## src/emacsq_pkg.sv

```systemverilog
/*
 * Shared constants for the Ethernet MAC status, flag and queue pointer block:
 * register offsets, bit positions, reset values, queue geometry and bus codes.
 * Assumes the block sits on a 32-bit AXI4-Lite slave port with byte addresses.
 */
// Overview of operation
// - Network status bit 1 reads the live, synchronised management data input pin.
// - Network status bit 2 reads 0 while management is busy, 1 when idle.
// - Transmit and receive status flags clear on writing one; writes never set them.
// - A transmit descriptor fetched with used bit sets transmit and interrupt used flags.
// - Collision sets its sticky flag; retry limit flag stays set until written one.
// - Transmit status bit 3 reads the live transmit-active level, never sticky.
// - Buffers exhausted mid frame halts transmit, forces bad FCS, raises tx_er, sets flag.
// - Transmit complete flag sets per frame sent and holds until written one.
// - DMA underrun (late grant, bus error, mid-frame used bit) sets flag, forces bad CRC.
// - Queue pointers load start on write, advance per buffer, wrap at 1024 or wrap bit.
// - Transmit pointer writes are ignored while transmit-active is high.
// - Transmit pointer reads the first buffer of the current or next frame.
// - Receive buffer unavailable sets its flag each failed attempt; refetch each new frame.
// - Frame received flag sets when frames are stored and holds until written one.
// - Receive DMA store failure sets overrun flag and recovers the buffer in use.
// - Management done interrupt flag sets on completion, clears on status read.
// - Receive complete interrupt flag sets on frame stored, clears on status read.
// - Receive used bit interrupt flag sets on used descriptor fetch, clears on read.
package emacsq_pkg;
	localparam logic [7:0]  OFF_NETWORK_STATUS  = 8'h08;
	localparam logic [7:0]  OFF_TRANSMIT_STATUS = 8'h14;
	localparam logic [7:0]  OFF_RX_QUEUE_PTR    = 8'h18;
	localparam logic [7:0]  OFF_TX_QUEUE_PTR    = 8'h1C;
	localparam logic [7:0]  OFF_RECEIVE_STATUS  = 8'h20;
	localparam logic [7:0]  OFF_INTERRUPT_STAT  = 8'h24;

	localparam int          NSR_MDIO_BIT = 1;
	localparam int          NSR_IDLE_BIT = 2;

	localparam int          TSR_TX_USED_BIT   = 0;
	localparam int          TSR_COL_BIT       = 1;
	localparam int          TSR_RETRY_LIM_BIT = 2;
	localparam int          TSR_TX_ACTIVE_BIT = 3;
	localparam int          TSR_EXHAUST_BIT   = 4;
	localparam int          TSR_COMP_BIT      = 5;
	localparam int          TSR_UNDERRUN_BIT  = 6;
	localparam int          TSR_WIDTH         = 7;

	localparam int          RSR_UNAVAIL_BIT  = 0;
	localparam int          RSR_RECEIVED_BIT = 1;
	localparam int          RSR_OVERRUN_BIT  = 2;
	localparam int          RSR_WIDTH        = 3;

	localparam int          ISR_MGMT_DONE_BIT = 0;
	localparam int          ISR_RX_DONE_BIT   = 1;
	localparam int          ISR_RX_USED_BIT   = 2;
	localparam int          ISR_TX_USED_BIT   = 3;
	localparam int          ISR_TUND_BIT  = 4;
	localparam int          ISR_RETRY_LIM_BIT = 5;
	localparam int          ISR_TXERR_BIT = 6;
	localparam int          ISR_TCOMP_BIT = 7;
	localparam int          ISR_ROVR_BIT  = 10;
	localparam int          ISR_HRESP_BIT = 11;
	localparam int          ISR_WIDTH     = 14;

	localparam logic [TSR_WIDTH-1:0] TSR_RESET  = 7'h00;
	localparam logic [RSR_WIDTH-1:0] RSR_RESET  = 3'h0;
	localparam logic [ISR_WIDTH-1:0] ISR_RESET  = 14'h0000;
	localparam logic [31:0]          QPTR_RESET = 32'h0000_0000;
	localparam logic [31:0]          QPTR_MASK  = 32'hFFFF_FFFC;

	localparam int          QUEUE_IDX_W    = 10;
	localparam logic [9:0]  QUEUE_LAST_IDX = 10'h3FF;
	localparam logic [31:0] DESC_BYTES     = 32'h0000_0008;

	localparam logic [1:0]  RESP_OKAY   = 2'h0;
	localparam logic [1:0]  RESP_SLVERR = 2'h2;
endpackage : emacsq_pkg

```

## src/emacsq_qptr.sv

```systemverilog
/*
 * One buffer descriptor queue pointer: start address, current entry and the
 * first entry of the frame in progress.
 * Assumes load, advance, wrap and mark are single-cycle pulses on aclk.
 */
`timescale 1ns/10ps
module emacsq_qptr (
	input  wire logic        aclk,
	input  wire logic        aresetn,
	input  wire logic        load,
	input  wire logic [31:0] load_addr,
	input  wire logic        advance,
	input  wire logic        wrap,
	input  wire logic        mark,
	output logic      [31:0] cur,
	output logic      [31:0] first
);
	logic [31:0]                        start;
	logic [31:0]                        next_start;
	logic [31:0]                        next_cur;
	logic [31:0]                        next_first;
	logic [emacsq_pkg::QUEUE_IDX_W-1:0] idx;
	logic [emacsq_pkg::QUEUE_IDX_W-1:0] next_idx;

	always_comb begin
		next_start = start;
		next_cur   = cur;
		next_idx   = idx;
		if (load) begin
			next_start = load_addr & emacsq_pkg::QPTR_MASK;
			next_cur   = load_addr & emacsq_pkg::QPTR_MASK;
			next_idx   = '0;
		end else if (advance) begin
			if (wrap || idx == emacsq_pkg::QUEUE_LAST_IDX) begin
				next_cur = start;
				next_idx = '0;
			end else begin
				next_cur = cur + emacsq_pkg::DESC_BYTES;
				next_idx = idx + 10'h001;
			end
		end
		next_first = first;
		if (load || mark) begin
			next_first = next_cur;
		end
	end

	always_ff @(posedge aclk) begin
		if (!aresetn) begin
			start <= emacsq_pkg::QPTR_RESET;
			cur   <= emacsq_pkg::QPTR_RESET;
			first <= emacsq_pkg::QPTR_RESET;
			idx   <= '0;
		end else begin
			start <= next_start;
			cur   <= next_cur;
			first <= next_first;
			idx   <= next_idx;
		end
	end
endmodule : emacsq_qptr

```

## src/emacsq_top.sv

```systemverilog
/*
 * Ethernet MAC status registers, sticky transmit and receive flags, the
 * clear-on-read interrupt status flags and both descriptor queue pointers,
 * behind an AXI4-Lite slave.
 * Assumes event inputs are one-cycle pulses from engines on aclk; mdio_in and
 * collision come from pins and are synchronised here.
 */
// The AXI4-Lite slave port and the placing of the registers were decided locally.
`timescale 1ns/10ps
module emacsq_top (
	input  wire logic        aclk,
	input  wire logic        aresetn,
	input  wire logic [7:0]  s_axi_awaddr,
	input  wire logic        s_axi_awvalid,
	output logic             s_axi_awready,
	input  wire logic [31:0] s_axi_wdata,
	input  wire logic [3:0]  s_axi_wstrb,
	input  wire logic        s_axi_wvalid,
	output logic             s_axi_wready,
	output logic [1:0]       s_axi_bresp,
	output logic             s_axi_bvalid,
	input  wire logic        s_axi_bready,
	input  wire logic [7:0]  s_axi_araddr,
	input  wire logic        s_axi_arvalid,
	output logic             s_axi_arready,
	output logic [31:0]      s_axi_rdata,
	output logic [1:0]       s_axi_rresp,
	output logic             s_axi_rvalid,
	input  wire logic        s_axi_rready,
	input  wire logic        mdio_in,
	input  wire logic        collision,
	input  wire logic        mgmt_busy,
	input  wire logic        mgmt_done_evt,
	input  wire logic        tx_active,
	input  wire logic        tx_used_bit_evt,
	input  wire logic        retry_limit_evt,
	input  wire logic        tx_buf_exhausted_evt,
	input  wire logic        tx_complete_evt,
	input  wire logic        tx_underrun_evt,
	input  wire logic        tx_buf_used,
	input  wire logic        tx_desc_wrap,
	input  wire logic        rx_buf_unavail_evt,
	input  wire logic        rx_desc_ok,
	input  wire logic        rx_frame_stored_evt,
	input  wire logic        rx_overrun_evt,
	input  wire logic        rx_used_bit_evt,
	input  wire logic        rx_buf_used,
	input  wire logic        rx_desc_wrap,
	input  wire logic        bus_error_evt,
	output logic [31:0]      rx_desc_addr,
	output logic [31:0]      tx_desc_addr,
	output logic             tx_halt,
	output logic             tx_bad_crc,
	output logic             tx_er,
	output logic             rx_refetch,
	output logic             rx_buf_recover
);
	logic                                  mdio_meta;
	logic                                  mdio_sync;
	logic                                  col_meta;
	logic                                  col_sync;
	logic                                  aw_held;
	logic                                  next_aw_held;
	logic [7:0]                            aw_addr;
	logic [7:0]                            next_aw_addr;
	logic                                  w_held;
	logic                                  next_w_held;
	logic [31:0]                           w_data;
	logic [31:0]                           next_w_data;
	logic [3:0]                            w_strb;
	logic [3:0]                            next_w_strb;
	logic                                  next_bvalid;
	logic [1:0]                            next_bresp;
	logic                                  next_rvalid;
	logic [31:0]                           next_rdata;
	logic [1:0]                            next_rresp;
	logic                                  wr_fire;
	logic                                  rd_fire;
	logic [31:0]                           wr_bits;
	logic [emacsq_pkg::TSR_WIDTH-1:0]      tsr_flag;
	logic [emacsq_pkg::TSR_WIDTH-1:0]      next_tsr_flag;
	logic [emacsq_pkg::TSR_WIDTH-1:0]      tsr_set;
	logic [emacsq_pkg::TSR_WIDTH-1:0]      tsr_clr;
	logic [emacsq_pkg::RSR_WIDTH-1:0]      rsr_flag;
	logic [emacsq_pkg::RSR_WIDTH-1:0]      next_rsr_flag;
	logic [emacsq_pkg::RSR_WIDTH-1:0]      rsr_set;
	logic [emacsq_pkg::RSR_WIDTH-1:0]      rsr_clr;
	logic [emacsq_pkg::ISR_WIDTH-1:0]      isr_flag;
	logic [emacsq_pkg::ISR_WIDTH-1:0]      next_isr_flag;
	logic [emacsq_pkg::ISR_WIDTH-1:0]      isr_set;
	logic                                  isr_read;
	logic                                  next_tx_halt;
	logic                                  next_tx_bad_crc;
	logic                                  next_tx_er;
	logic                                  next_rx_refetch;
	logic                                  next_rx_buf_recover;
	logic                                  tq_load;
	logic                                  rq_load;
	logic [31:0]                           tx_first;

	function automatic logic reg_sel(input logic [7:0] addr, input logic [7:0] off);
		reg_sel = (addr[7:2] == off[7:2]);
	endfunction : reg_sel

	function automatic logic reg_mapped(input logic [7:0] addr);
		reg_mapped = reg_sel(addr, emacsq_pkg::OFF_NETWORK_STATUS)
			|| reg_sel(addr, emacsq_pkg::OFF_TRANSMIT_STATUS)
			|| reg_sel(addr, emacsq_pkg::OFF_RX_QUEUE_PTR)
			|| reg_sel(addr, emacsq_pkg::OFF_TX_QUEUE_PTR)
			|| reg_sel(addr, emacsq_pkg::OFF_RECEIVE_STATUS)
			|| reg_sel(addr, emacsq_pkg::OFF_INTERRUPT_STAT);
	endfunction : reg_mapped

	function automatic logic [31:0] strb_mask(input logic [3:0] strb);
		strb_mask = {{8{strb[3]}}, {8{strb[2]}}, {8{strb[1]}}, {8{strb[0]}}};
	endfunction : strb_mask

	// Pin synchronisers; only the second stage is read by logic.
	always_ff @(posedge aclk) begin
		if (!aresetn) begin
			mdio_meta <= 1'b1;
			mdio_sync <= 1'b1;
			col_meta  <= 1'b0;
			col_sync  <= 1'b0;
		end else begin
			mdio_meta <= mdio_in;
			mdio_sync <= mdio_meta;
			col_meta  <= collision;
			col_sync  <= col_meta;
		end
	end

	// Address and data are held separately so they may arrive in either order.
	assign s_axi_awready = !aw_held;
	assign s_axi_wready  = !w_held;
	assign s_axi_arready = !s_axi_rvalid;
	assign wr_fire       = aw_held && w_held && !s_axi_bvalid;
	assign rd_fire       = s_axi_arvalid && !s_axi_rvalid;
	assign wr_bits       = w_data & strb_mask(w_strb);

	always_comb begin
		next_aw_held = aw_held;
		next_aw_addr = aw_addr;
		next_w_held  = w_held;
		next_w_data  = w_data;
		next_w_strb  = w_strb;
		next_bvalid  = s_axi_bvalid;
		next_bresp   = s_axi_bresp;
		if (s_axi_awvalid && !aw_held) begin
			next_aw_held = 1'b1;
			next_aw_addr = s_axi_awaddr;
		end
		if (s_axi_wvalid && !w_held) begin
			next_w_held = 1'b1;
			next_w_data = s_axi_wdata;
			next_w_strb = s_axi_wstrb;
		end
		if (s_axi_bvalid && s_axi_bready) begin
			next_bvalid = 1'b0;
		end
		if (wr_fire) begin
			next_aw_held = 1'b0;
			next_w_held  = 1'b0;
			next_bvalid  = 1'b1;
			next_bresp   = reg_mapped(aw_addr) ? emacsq_pkg::RESP_OKAY : emacsq_pkg::RESP_SLVERR;
		end
	end

	always_comb begin
		next_rvalid = s_axi_rvalid;
		next_rdata  = s_axi_rdata;
		next_rresp  = s_axi_rresp;
		if (s_axi_rvalid && s_axi_rready) begin
			next_rvalid = 1'b0;
		end
		if (rd_fire) begin
			next_rvalid = 1'b1;
			next_rdata  = 32'h0000_0000;
			next_rresp  = emacsq_pkg::RESP_OKAY;
			if (reg_sel(s_axi_araddr, emacsq_pkg::OFF_NETWORK_STATUS)) begin
				next_rdata[emacsq_pkg::NSR_MDIO_BIT] = mdio_sync;
				next_rdata[emacsq_pkg::NSR_IDLE_BIT] = !mgmt_busy;
			end else if (reg_sel(s_axi_araddr, emacsq_pkg::OFF_TRANSMIT_STATUS)) begin
				next_rdata[emacsq_pkg::TSR_WIDTH-1:0] = tsr_flag;
				next_rdata[emacsq_pkg::TSR_TX_ACTIVE_BIT] = tx_active;
			end else if (reg_sel(s_axi_araddr, emacsq_pkg::OFF_RX_QUEUE_PTR)) begin
				next_rdata = rx_desc_addr;
			end else if (reg_sel(s_axi_araddr, emacsq_pkg::OFF_TX_QUEUE_PTR)) begin
				next_rdata = tx_first;
			end else if (reg_sel(s_axi_araddr, emacsq_pkg::OFF_RECEIVE_STATUS)) begin
				next_rdata[emacsq_pkg::RSR_WIDTH-1:0] = rsr_flag;
			end else if (reg_sel(s_axi_araddr, emacsq_pkg::OFF_INTERRUPT_STAT)) begin
				next_rdata[emacsq_pkg::ISR_WIDTH-1:0] = isr_flag;
			end else begin
				next_rresp = emacsq_pkg::RESP_SLVERR;
			end
		end
	end

	always_ff @(posedge aclk) begin
		if (!aresetn) begin
			aw_held      <= 1'b0;
			aw_addr      <= 8'h00;
			w_held       <= 1'b0;
			w_data       <= 32'h0000_0000;
			w_strb       <= 4'h0;
			s_axi_bvalid <= 1'b0;
			s_axi_bresp  <= emacsq_pkg::RESP_OKAY;
			s_axi_rvalid <= 1'b0;
			s_axi_rdata  <= 32'h0000_0000;
			s_axi_rresp  <= emacsq_pkg::RESP_OKAY;
		end else begin
			aw_held      <= next_aw_held;
			aw_addr      <= next_aw_addr;
			w_held       <= next_w_held;
			w_data       <= next_w_data;
			w_strb       <= next_w_strb;
			s_axi_bvalid <= next_bvalid;
			s_axi_bresp  <= next_bresp;
			s_axi_rvalid <= next_rvalid;
			s_axi_rdata  <= next_rdata;
			s_axi_rresp  <= next_rresp;
		end
	end

	// Sticky flags: the set term is applied after the clear so a coinciding event survives.
	always_comb begin
		tsr_set = '0;
		tsr_set[emacsq_pkg::TSR_TX_USED_BIT]   = tx_used_bit_evt;
		tsr_set[emacsq_pkg::TSR_COL_BIT]       = col_sync;
		tsr_set[emacsq_pkg::TSR_RETRY_LIM_BIT] = retry_limit_evt;
		tsr_set[emacsq_pkg::TSR_EXHAUST_BIT]   = tx_buf_exhausted_evt;
		tsr_set[emacsq_pkg::TSR_COMP_BIT]      = tx_complete_evt;
		tsr_set[emacsq_pkg::TSR_UNDERRUN_BIT]  = tx_underrun_evt;
		tsr_clr = '0;
		if (wr_fire && reg_sel(aw_addr, emacsq_pkg::OFF_TRANSMIT_STATUS)) begin
			tsr_clr = wr_bits[emacsq_pkg::TSR_WIDTH-1:0];
		end
		tsr_clr[emacsq_pkg::TSR_TX_ACTIVE_BIT] = 1'b1;
		next_tsr_flag = (tsr_flag & ~tsr_clr) | tsr_set;
		rsr_set = '0;
		rsr_set[emacsq_pkg::RSR_UNAVAIL_BIT]  = rx_buf_unavail_evt;
		rsr_set[emacsq_pkg::RSR_RECEIVED_BIT] = rx_frame_stored_evt;
		rsr_set[emacsq_pkg::RSR_OVERRUN_BIT]  = rx_overrun_evt;
		rsr_clr = '0;
		if (wr_fire && reg_sel(aw_addr, emacsq_pkg::OFF_RECEIVE_STATUS)) begin
			rsr_clr = wr_bits[emacsq_pkg::RSR_WIDTH-1:0];
		end
		next_rsr_flag = (rsr_flag & ~rsr_clr) | rsr_set;
		isr_set = '0;
		isr_set[emacsq_pkg::ISR_MGMT_DONE_BIT] = mgmt_done_evt;
		isr_set[emacsq_pkg::ISR_RX_DONE_BIT]   = rx_frame_stored_evt;
		isr_set[emacsq_pkg::ISR_RX_USED_BIT]   = rx_used_bit_evt;
		isr_set[emacsq_pkg::ISR_TX_USED_BIT]   = tx_used_bit_evt;
		isr_set[emacsq_pkg::ISR_TUND_BIT]  = tx_underrun_evt;
		isr_set[emacsq_pkg::ISR_RETRY_LIM_BIT] = retry_limit_evt;
		isr_set[emacsq_pkg::ISR_TXERR_BIT] = tx_buf_exhausted_evt;
		isr_set[emacsq_pkg::ISR_TCOMP_BIT] = tx_complete_evt;
		isr_set[emacsq_pkg::ISR_ROVR_BIT]  = rx_overrun_evt;
		isr_set[emacsq_pkg::ISR_HRESP_BIT] = bus_error_evt;
		next_isr_flag = (isr_read ? '0 : isr_flag) | isr_set;
	end

	assign isr_read = rd_fire && reg_sel(s_axi_araddr, emacsq_pkg::OFF_INTERRUPT_STAT);

	// Transmit abort and receive recovery controls for the frame engines.
	always_comb begin
		next_tx_halt    = tx_halt;
		next_tx_bad_crc = tx_bad_crc;
		next_tx_er      = tx_er;
		if (!tx_active) begin
			next_tx_halt    = 1'b0;
			next_tx_bad_crc = 1'b0;
			next_tx_er      = 1'b0;
		end
		if (tx_buf_exhausted_evt) begin
			next_tx_halt    = 1'b1;
			next_tx_bad_crc = 1'b1;
			next_tx_er      = 1'b1;
		end
		if (tx_underrun_evt) begin
			next_tx_bad_crc = 1'b1;
		end
		next_rx_refetch = rx_refetch;
		if (rx_desc_ok) begin
			next_rx_refetch = 1'b0;
		end
		if (rx_buf_unavail_evt) begin
			next_rx_refetch = 1'b1;
		end
		next_rx_buf_recover = rx_overrun_evt;
	end

	always_ff @(posedge aclk) begin
		if (!aresetn) begin
			tsr_flag       <= emacsq_pkg::TSR_RESET;
			rsr_flag       <= emacsq_pkg::RSR_RESET;
			isr_flag       <= emacsq_pkg::ISR_RESET;
			tx_halt        <= 1'b0;
			tx_bad_crc     <= 1'b0;
			tx_er          <= 1'b0;
			rx_refetch     <= 1'b0;
			rx_buf_recover <= 1'b0;
		end else begin
			tsr_flag       <= next_tsr_flag;
			rsr_flag       <= next_rsr_flag;
			isr_flag       <= next_isr_flag;
			tx_halt        <= next_tx_halt;
			tx_bad_crc     <= next_tx_bad_crc;
			tx_er          <= next_tx_er;
			rx_refetch     <= next_rx_refetch;
			rx_buf_recover <= next_rx_buf_recover;
		end
	end

	assign rq_load = wr_fire && reg_sel(aw_addr, emacsq_pkg::OFF_RX_QUEUE_PTR);
	assign tq_load = wr_fire && reg_sel(aw_addr, emacsq_pkg::OFF_TX_QUEUE_PTR) && !tx_active;

	emacsq_qptr u_rx_qptr (
		.aclk      (aclk),
		.aresetn   (aresetn),
		.load      (rq_load),
		.load_addr (wr_bits),
		.advance   (rx_buf_used),
		.wrap      (rx_desc_wrap),
		.mark      (1'b0),
		.cur       (rx_desc_addr),
		.first     ()
	);

	emacsq_qptr u_tx_qptr (
		.aclk      (aclk),
		.aresetn   (aresetn),
		.load      (tq_load),
		.load_addr (wr_bits),
		.advance   (tx_buf_used),
		.wrap      (tx_desc_wrap),
		.mark      (tx_complete_evt),
		.cur       (tx_desc_addr),
		.first     (tx_first)
	);
endmodule : emacsq_top

```

## config.mk

```make
export PLATFORM = sky130hd
export DESIGN_NAME = emacsq_top
export DESIGN_NICKNAME = d
export VERILOG_FILES = /design/src/emacsq_pkg.sv /design/src/emacsq_qptr.sv /design/src/emacsq_top.sv
export SDC_FILE = /design/constraint.sdc
export NUM_CORES = 1
export LEC_CHECK = 0
export ABC_AREA = 0
export BUFFER_PORTS_ARGS = -buffer_cell sky130_fd_sc_hd__buf_4
export CAP_MARGIN = 0
export CORE_UTILIZATION = 52
export CTS_CLUSTER_SIZE = 16
export DETAILED_ROUTE_END_ITERATION = 8
export PLACE_DENSITY_LB_ADDON = 0.15
export SLEW_MARGIN = 20
export SYNTH_ARGS = -nofsm -noshare
export SYNTH_HDL_FRONTEND = slang
export SYNTH_SLANG_ARGS = --single-unit
```

## constraint.sdc

```tcl
create_clock -name aclk -period 2.32 [get_ports aclk]
set_clock_uncertainty 0.2 [all_clocks]
set_input_delay 0.232 -clock aclk [delete_from_list [all_inputs] [get_ports aclk]]
set_output_delay 0.232 -clock aclk [all_outputs]
set_load 0.02 [all_outputs]
```

# Yosys cells after proc, flatten, opt, wreduce, memory -nomap -nowiden
# Index checks and enable logic that the tools add are counted.
# W data, S select, Z words.
[totals]
reg_bits = 292
latchBits = 0
ram_bits = 0
rom_bits = 0
out_inout_bits = 110
wordCells = 130
mem_count = 0
[classes]
addsub = 4
mul = 0
div = 0
n_lt_le_gt_ge = 0
eq_ne = 16
n_shift = 0
mux = 38
bitwise_logic = 9
n_reduce_logical = 34
[op_table]
columns = ["operator", "n"]
rows = [
  ["$mux W32", 7],
  ["$add A32 B4 Y32 const B", 2],
  ["$mux W14", 3],
  ["$eq A6 B3 Y1 const B", 6],
  ["$and A32 B32 Y32", 1],
  ["$mux W29", 1],
  ["$mux W25", 1],
  ["$eq A6 B4 Y1 const B", 4],
  ["$add A10 B1 Y10 const B", 2],
  ["$eq A10 B10 Y1 const B", 2],
  ["$mux W10", 2],
  ["$mux W18", 1],
  ["$mux W2", 8],
  ["$mux W7", 2],
  ["$or A14 B12 Y14", 1],
  ["$logic_and A1 B1 Y1", 13],
  ["$eq A6 B2 Y1 const B", 2],
  ["$mux W11", 1],
  ["$mux W1", 10],
  ["$logic_or A1 B1 Y1", 8],
  ["$reduce_bool A2 Y1", 4],
  ["$and A7 B7 Y7", 1],
  ["$not A7 Y7", 1],
  ["$or A7 B7 Y7", 1],
  ["other kinds (9)", 17],
]

# Longest topological paths before layout
[logic_depth]
depth_word = 7
depth_mapped = 9
mapped_depth_nobuf = 7

# Cells and area by module
# A second synthesis with hierarchy kept.
[unflattened]
hier_cells = 1836
hier_area_um2 = 14757.9
[modules_own_cells]
columns = ["mod", "n_inst", "cells_per_inst", "area_each_um2"]
rows = [
  ["emacsq_qptr at u_rx_qptr", 1, 608, 4988.5],
  ["emacsq_top", 1, 645, 4899.7],
  ["emacsq_qptr at u_tx_qptr", 1, 583, 4869.7],
]

# Least setup slack after synthesis
# No wires, ideal clock.
[synth_path]
path_type = "reg2reg"
startpoint = "reg u_tx_qptr.cur[8]"
endpoint = "reg u_tx_qptr.first[31]"
arrival_ns = 2.060
slack_ns = -0.068
stages_incl_launch_ff = 9
period_less_slack_ns = 2.388
path_cell_list = "dfxtp_1 > buf_6 > nand3_1 > or4_4 > buf_6 > nor4_1 > a31oi_1 > o22ai_1 > o211ai_1"
[synth_via]
elab_chain_cells = 4
[synth_rtl]
columns = ["element", "line", "source"]
rows = [
  ["from (decl)", "emacsq_qptr.sv:15", "output logic [31:0] cur,"],
  ["from (signal assigned)", "emacsq_qptr.sv:51", "cur <= emacsq_pkg::QPTR_RESET;"],
  ["from (signal assigned)", "emacsq_qptr.sv:56", "cur <= next_cur;"],
  ["$add A32 B4 Y32", "emacsq_qptr.sv:38", "next_cur = cur + emacsq_pkg::DESC_BYTES;"],
  ["$mux W32", "emacsq_qptr.sv:34", "if (wrap || idx == emacsq_pkg::QUEUE_LAST_IDX) begin"],
  ["$mux W32", "emacsq_qptr.sv:33", "end else if (advance) begin"],
  ["$mux W32", "emacsq_qptr.sv:29", "if (load) begin"],
  ["to (signal assigned)", "emacsq_qptr.sv:52", "first <= emacsq_pkg::QPTR_RESET;"],
  ["to (signal assigned)", "emacsq_qptr.sv:57", "first <= next_first;"],
  ["to (decl)", "emacsq_qptr.sv:16", "output logic [31:0] first"],
]
# No other way between the ends.
# A chain may end at the register's enable or synchronous reset.

# Final worst setup path
[layout_path]
startpoint = "reg aw_addr[4]"
endpoint = "reg u_rx_qptr.cur[30]"
[layout_via]
elab_chain_cells = 3
[layout_rtl]
columns = ["element", "line", "source"]
rows = [
  ["from (decl)", "emacsq_top.sv:64", "logic [7:0] aw_addr;"],
  ["from (signal assigned)", "emacsq_top.sv:214", "aw_addr <= next_aw_addr;"],
  ["$eq A6 B3 Y1 *", "emacsq_top.sv:102", "reg_sel = (addr[7:2] == off[7:2]);"],
  ["$logic_and A1 B1 Y1 *", "emacsq_top.sv:316", "assign rq_load = wr_fire && reg_sel(aw_addr, emacsq_pkg::OFF_RX_QUEUE_PTR);"],
  ["$mux W32 or $reduce_bool A2 Y1 (tied branches)", "--", ""],
  ["to (signal assigned)", "emacsq_qptr.sv:51", ""],
  ["to (signal assigned)", "emacsq_qptr.sv:56", ""],
  ["to (decl)", "emacsq_qptr.sv:15", ""],
]
# Mark *: on every way between the ends. The rest lies on a longest branch, timed or not.

==> qor.yml <==
outcome: "finished, final reports clean"
worst_slew_pin_slew_ps: 698.8
synth_ff_type: "dfxtp_1"
crit_top_cell: "and3_1"
final.min_clock_period_ps: 2260
final_util_pct: 70.61
path_cells: "nor4bb_1, and3_1, buf_12, nand3_1, and3_1, a211oi_1"
clk_pin_slew_worst_paths_ps: 60
cts_tree: "done"
dp_cells: 2123
syn-cell-area_sq_um: 12790
r2r_start: "aw_addr[4]$_SDFFE_PN0P_"
power.density_nw_per_um2: 666.1
period_share_pct: 97.43
dr.pass1.iters: 9
diodes: 0
drv_cap: 0
combPwrFrac_pct: 11.5
grt_pass1_vias: 12502
layout.cells.non_filler: 2263
cts_made_buffers: 30
r2r_cells: 6
drive_gt1_share_pct: 21.82
finalSetupViolations: 0
num_vias: 13600
fmax_ghz: 0.4424
grt_pass1_wl_mm: 70.63
critPathLaunch: "aw_addr[4]$_SDFFE_PN0P_"
path_max_fanout: 22
grt_usage_pct: 35.22
core_sq_um: 24250
rows: 57
slowest_stage: "nor4bb_1"
rsz0062_at_grt: "yes"
ys_async_sr_fraction_pct: 0
io_pins: 189
switchingPower_mw: 2.885
dieArea_sq_um: 25230
grt_max_degree: 154
post_drt_wl_per_cell_um: 20.41
ir_drop_uv: 507.1
cellLeakagePower_nw: 6.734
vias_per_cell: 6.010
yosysUniqueCellTypes: 76
min_to: "s_axi_rresp[1]$_SDFFE_PN0P_"
yosysSeqAreaShare_pct: 44.29
synth-seq-cells: 283
fill_cells: 1956
start_util_pct: 52.75
cts_sinks: 283
placement.io_buffers: 182
fin_setup_tns_ps: 0
worstHoldPathCells: 5
max_slew_margin_pct: 53.41
dp_hpwl_mm: 31.50
intPower_mw: 8.520
r2r_slack_ps: 60
place.gp.congestion: 0.9246
h-tree-depth: 1
wl_mm: 46.19
clockBufferDepth: 3
ctsRootBufferMaster: "clkbuf_16"
min_path_type: "input pin to register"
power.share.clock_pct: 43.2
p_sw_share_pct: 25.30
synthCells: 1621
worstPathRequired_ps: 2590
synth.avg_cell_area_sq_um: 7.891
cp-end-kind: "register"
grt_overflow_total: 0
clk-insertion-delay-late_ps: 560
antenna_found_initial: 0
slowest_delay_ps: 420
min_from: "s_axi_araddr[6]"
startpoint_type: "register"
die_w_um: 158.8
timing.rr.end: "u_rx_qptr.cur[30]$_SDFFE_PN0P_"
slew_viol_final: 0
drc_errors: 0
final_hold_viol_count: 0
final_nets: 1998
p_seq_share_pct: 45.3
finalPower_mw: 11.41
syn2layout_area_growth_pct: 33.85
critPathKind: "register to register"
cp_data_arrival_time_ps: 2530
drtAntennaViolNets: 0
first_iter_violations: 1528
die_height_um: 158.8
synth-edff-count: 0
ys_warn_count: 0
[layout by cell type (no fill, tap or decap), types with 20 or more instances in the layout]
master,Yosys,final
a21oi_1,208,205
buf_4,5,297
dfxtp_1,283,274
nand3_1,67,64
a31oi_1,20,20
xnor2_1,22,22
nor2_1,222,218
inv_1,29,29
nand2_1,231,229
clkbuf_16,0,32
a22oi_1,34,34
nand4_1,25,25
o21ai_0,74,73
dlygate4sd3_1,0,76
[power by group through the flow]
stage	clock network, mW	registers, mW	logic (mW)
global placement	0	5.26	1.14
CTS	4.95	5.16	1.26
finish	4.93	5.17	1.31
detailed placement	0	5.26	1.15
floorplan	0	5.31	0.555
global route	5.16	5.18	1.41
[worst max-delay path by stage]
stage | to | cells after the start
2_1_floorplan | u_tx_qptr.first[31]$_SDFFE_PN0P_ | 7
3_3_place_gp | u_tx_qptr.cur[31]$_SDFF_PN0_ | 6
3_5_place_dp | u_tx_qptr.idx[6]$_SDFFE_PP0P_ | 8
4_1_cts | u_tx_qptr.first[20]$_SDFFE_PN0P_ | 6
5_1_grt | u_tx_qptr.cur[31]$_SDFF_PN0_ | 7
6_report | u_rx_qptr.cur[30]$_SDFFE_PN0P_ | 6
[metal layers]
layer	vias to the layer above	track usage (%)	wire length (um)
li1	6335	-	-
met1	6404	48.25	19220
met2	730	55.14	20600
met3	131	4.781	4065
met4	0	15.67	2306
met5	-	0	0
[Yosys cell counts (all sizes together), types with 6 or more instances]
cell / number / area [sq um]
a31oi: 21 / 137.6
o21a: 12 / 90.09
a32oi: 6 / 52.55
clkbuf: 101 / 390.4
o31ai: 6 / 58.81
mux2i: 16 / 160.2
a21oi: 209 / 1050
nand4: 27 / 181.4
nand2: 231 / 867.1
and4: 14 / 125.1
inv: 30 / 112.6
a211oi: 18 / 135.1
nor4: 10 / 92.59
nand3: 67 / 335.3
xor2: 17 / 148.9
o211ai: 15 / 112.6
buf: 28 / 187.7
dfxtp: 283 / 5665
a22oi: 34 / 255.2
xnor2: 22 / 192.7
o311ai: 6 / 52.55
o21ai: 75 / 375.4
nor3: 12 / 60.06
nor2: 222 / 833.3
o32ai: 6 / 52.55
and2: 12 / 75.08
and3: 17 / 106.4
a222oi: 7 / 70.07
o22ai: 8 / 50.05
[what timing repair did]
action / in CTS / in global routing
setup buffers: 0 / 6
hold buffers: 76 / 0
endpoints found under the setup margin: 6 / 51
pin swaps: 0 / 5
hold endpoints to repair: 95 / 0
cloned: 0 / 2
resized for setup: 2 / 38
[critical path, delay by kind of cell (launching register included)]
family          cells  cell delay [ps]
simple gates        4             1190
compound gates      1              190
buf+inv             1              180
flops               1              400
[area by class of cell]
| type | count | area [sq um] | area share (%) |
|---|---|---|---|
| inverters | 30 | 117.6 | 0.6869 |
| multi-input cells | 1181 | 6596 | 38.53 |
| clock buffers | 49 | 923.4 | 5.393 |
| repair buffers | 389 | 3311 | 19.34 |
| flip-flops and latches | 283 | 5677 | 33.16 |
| well taps | 324 | 405.4 | 2.368 |
| clock inverters | 7 | 91.34 | 0.5335 |
[cells by family after synthesis]
kind of cell / synth area share, %
xor+xnor: 2.670
flops: 44.29
other cells: 0.02932
simple gates: 22.66
mux: 1.428
buf+inv: 5.400
fa+ha+maj: 0.3913
compound gates: 23.12
[sequential cells by signal, summed over array words and instances, names as in the netlist, 10 cells and up]
name and count:
s_axi_rdata 32, u_rx_qptr.cur 32, u_tx_qptr.cur 32, u_tx_qptr.first 32
w_data 32, u_rx_qptr.start 30, u_tx_qptr.start 30, isr_flag 10
u_rx_qptr.idx 10, u_tx_qptr.idx 10
[through the flow]
step                      area [sq um]  setup slack [ps]  hold slack [ps]
after floorplan                  12810            0.6444            131.0
final                            17120             59.60            27.58
after global placement           15120             39.70            189.3
after CTS                        16910             17.22            8.910
after detailed placement         15120            -13.18            194.8
after global routing             17120            -45.81            117.6
Power figures use the tool's default switching activity.
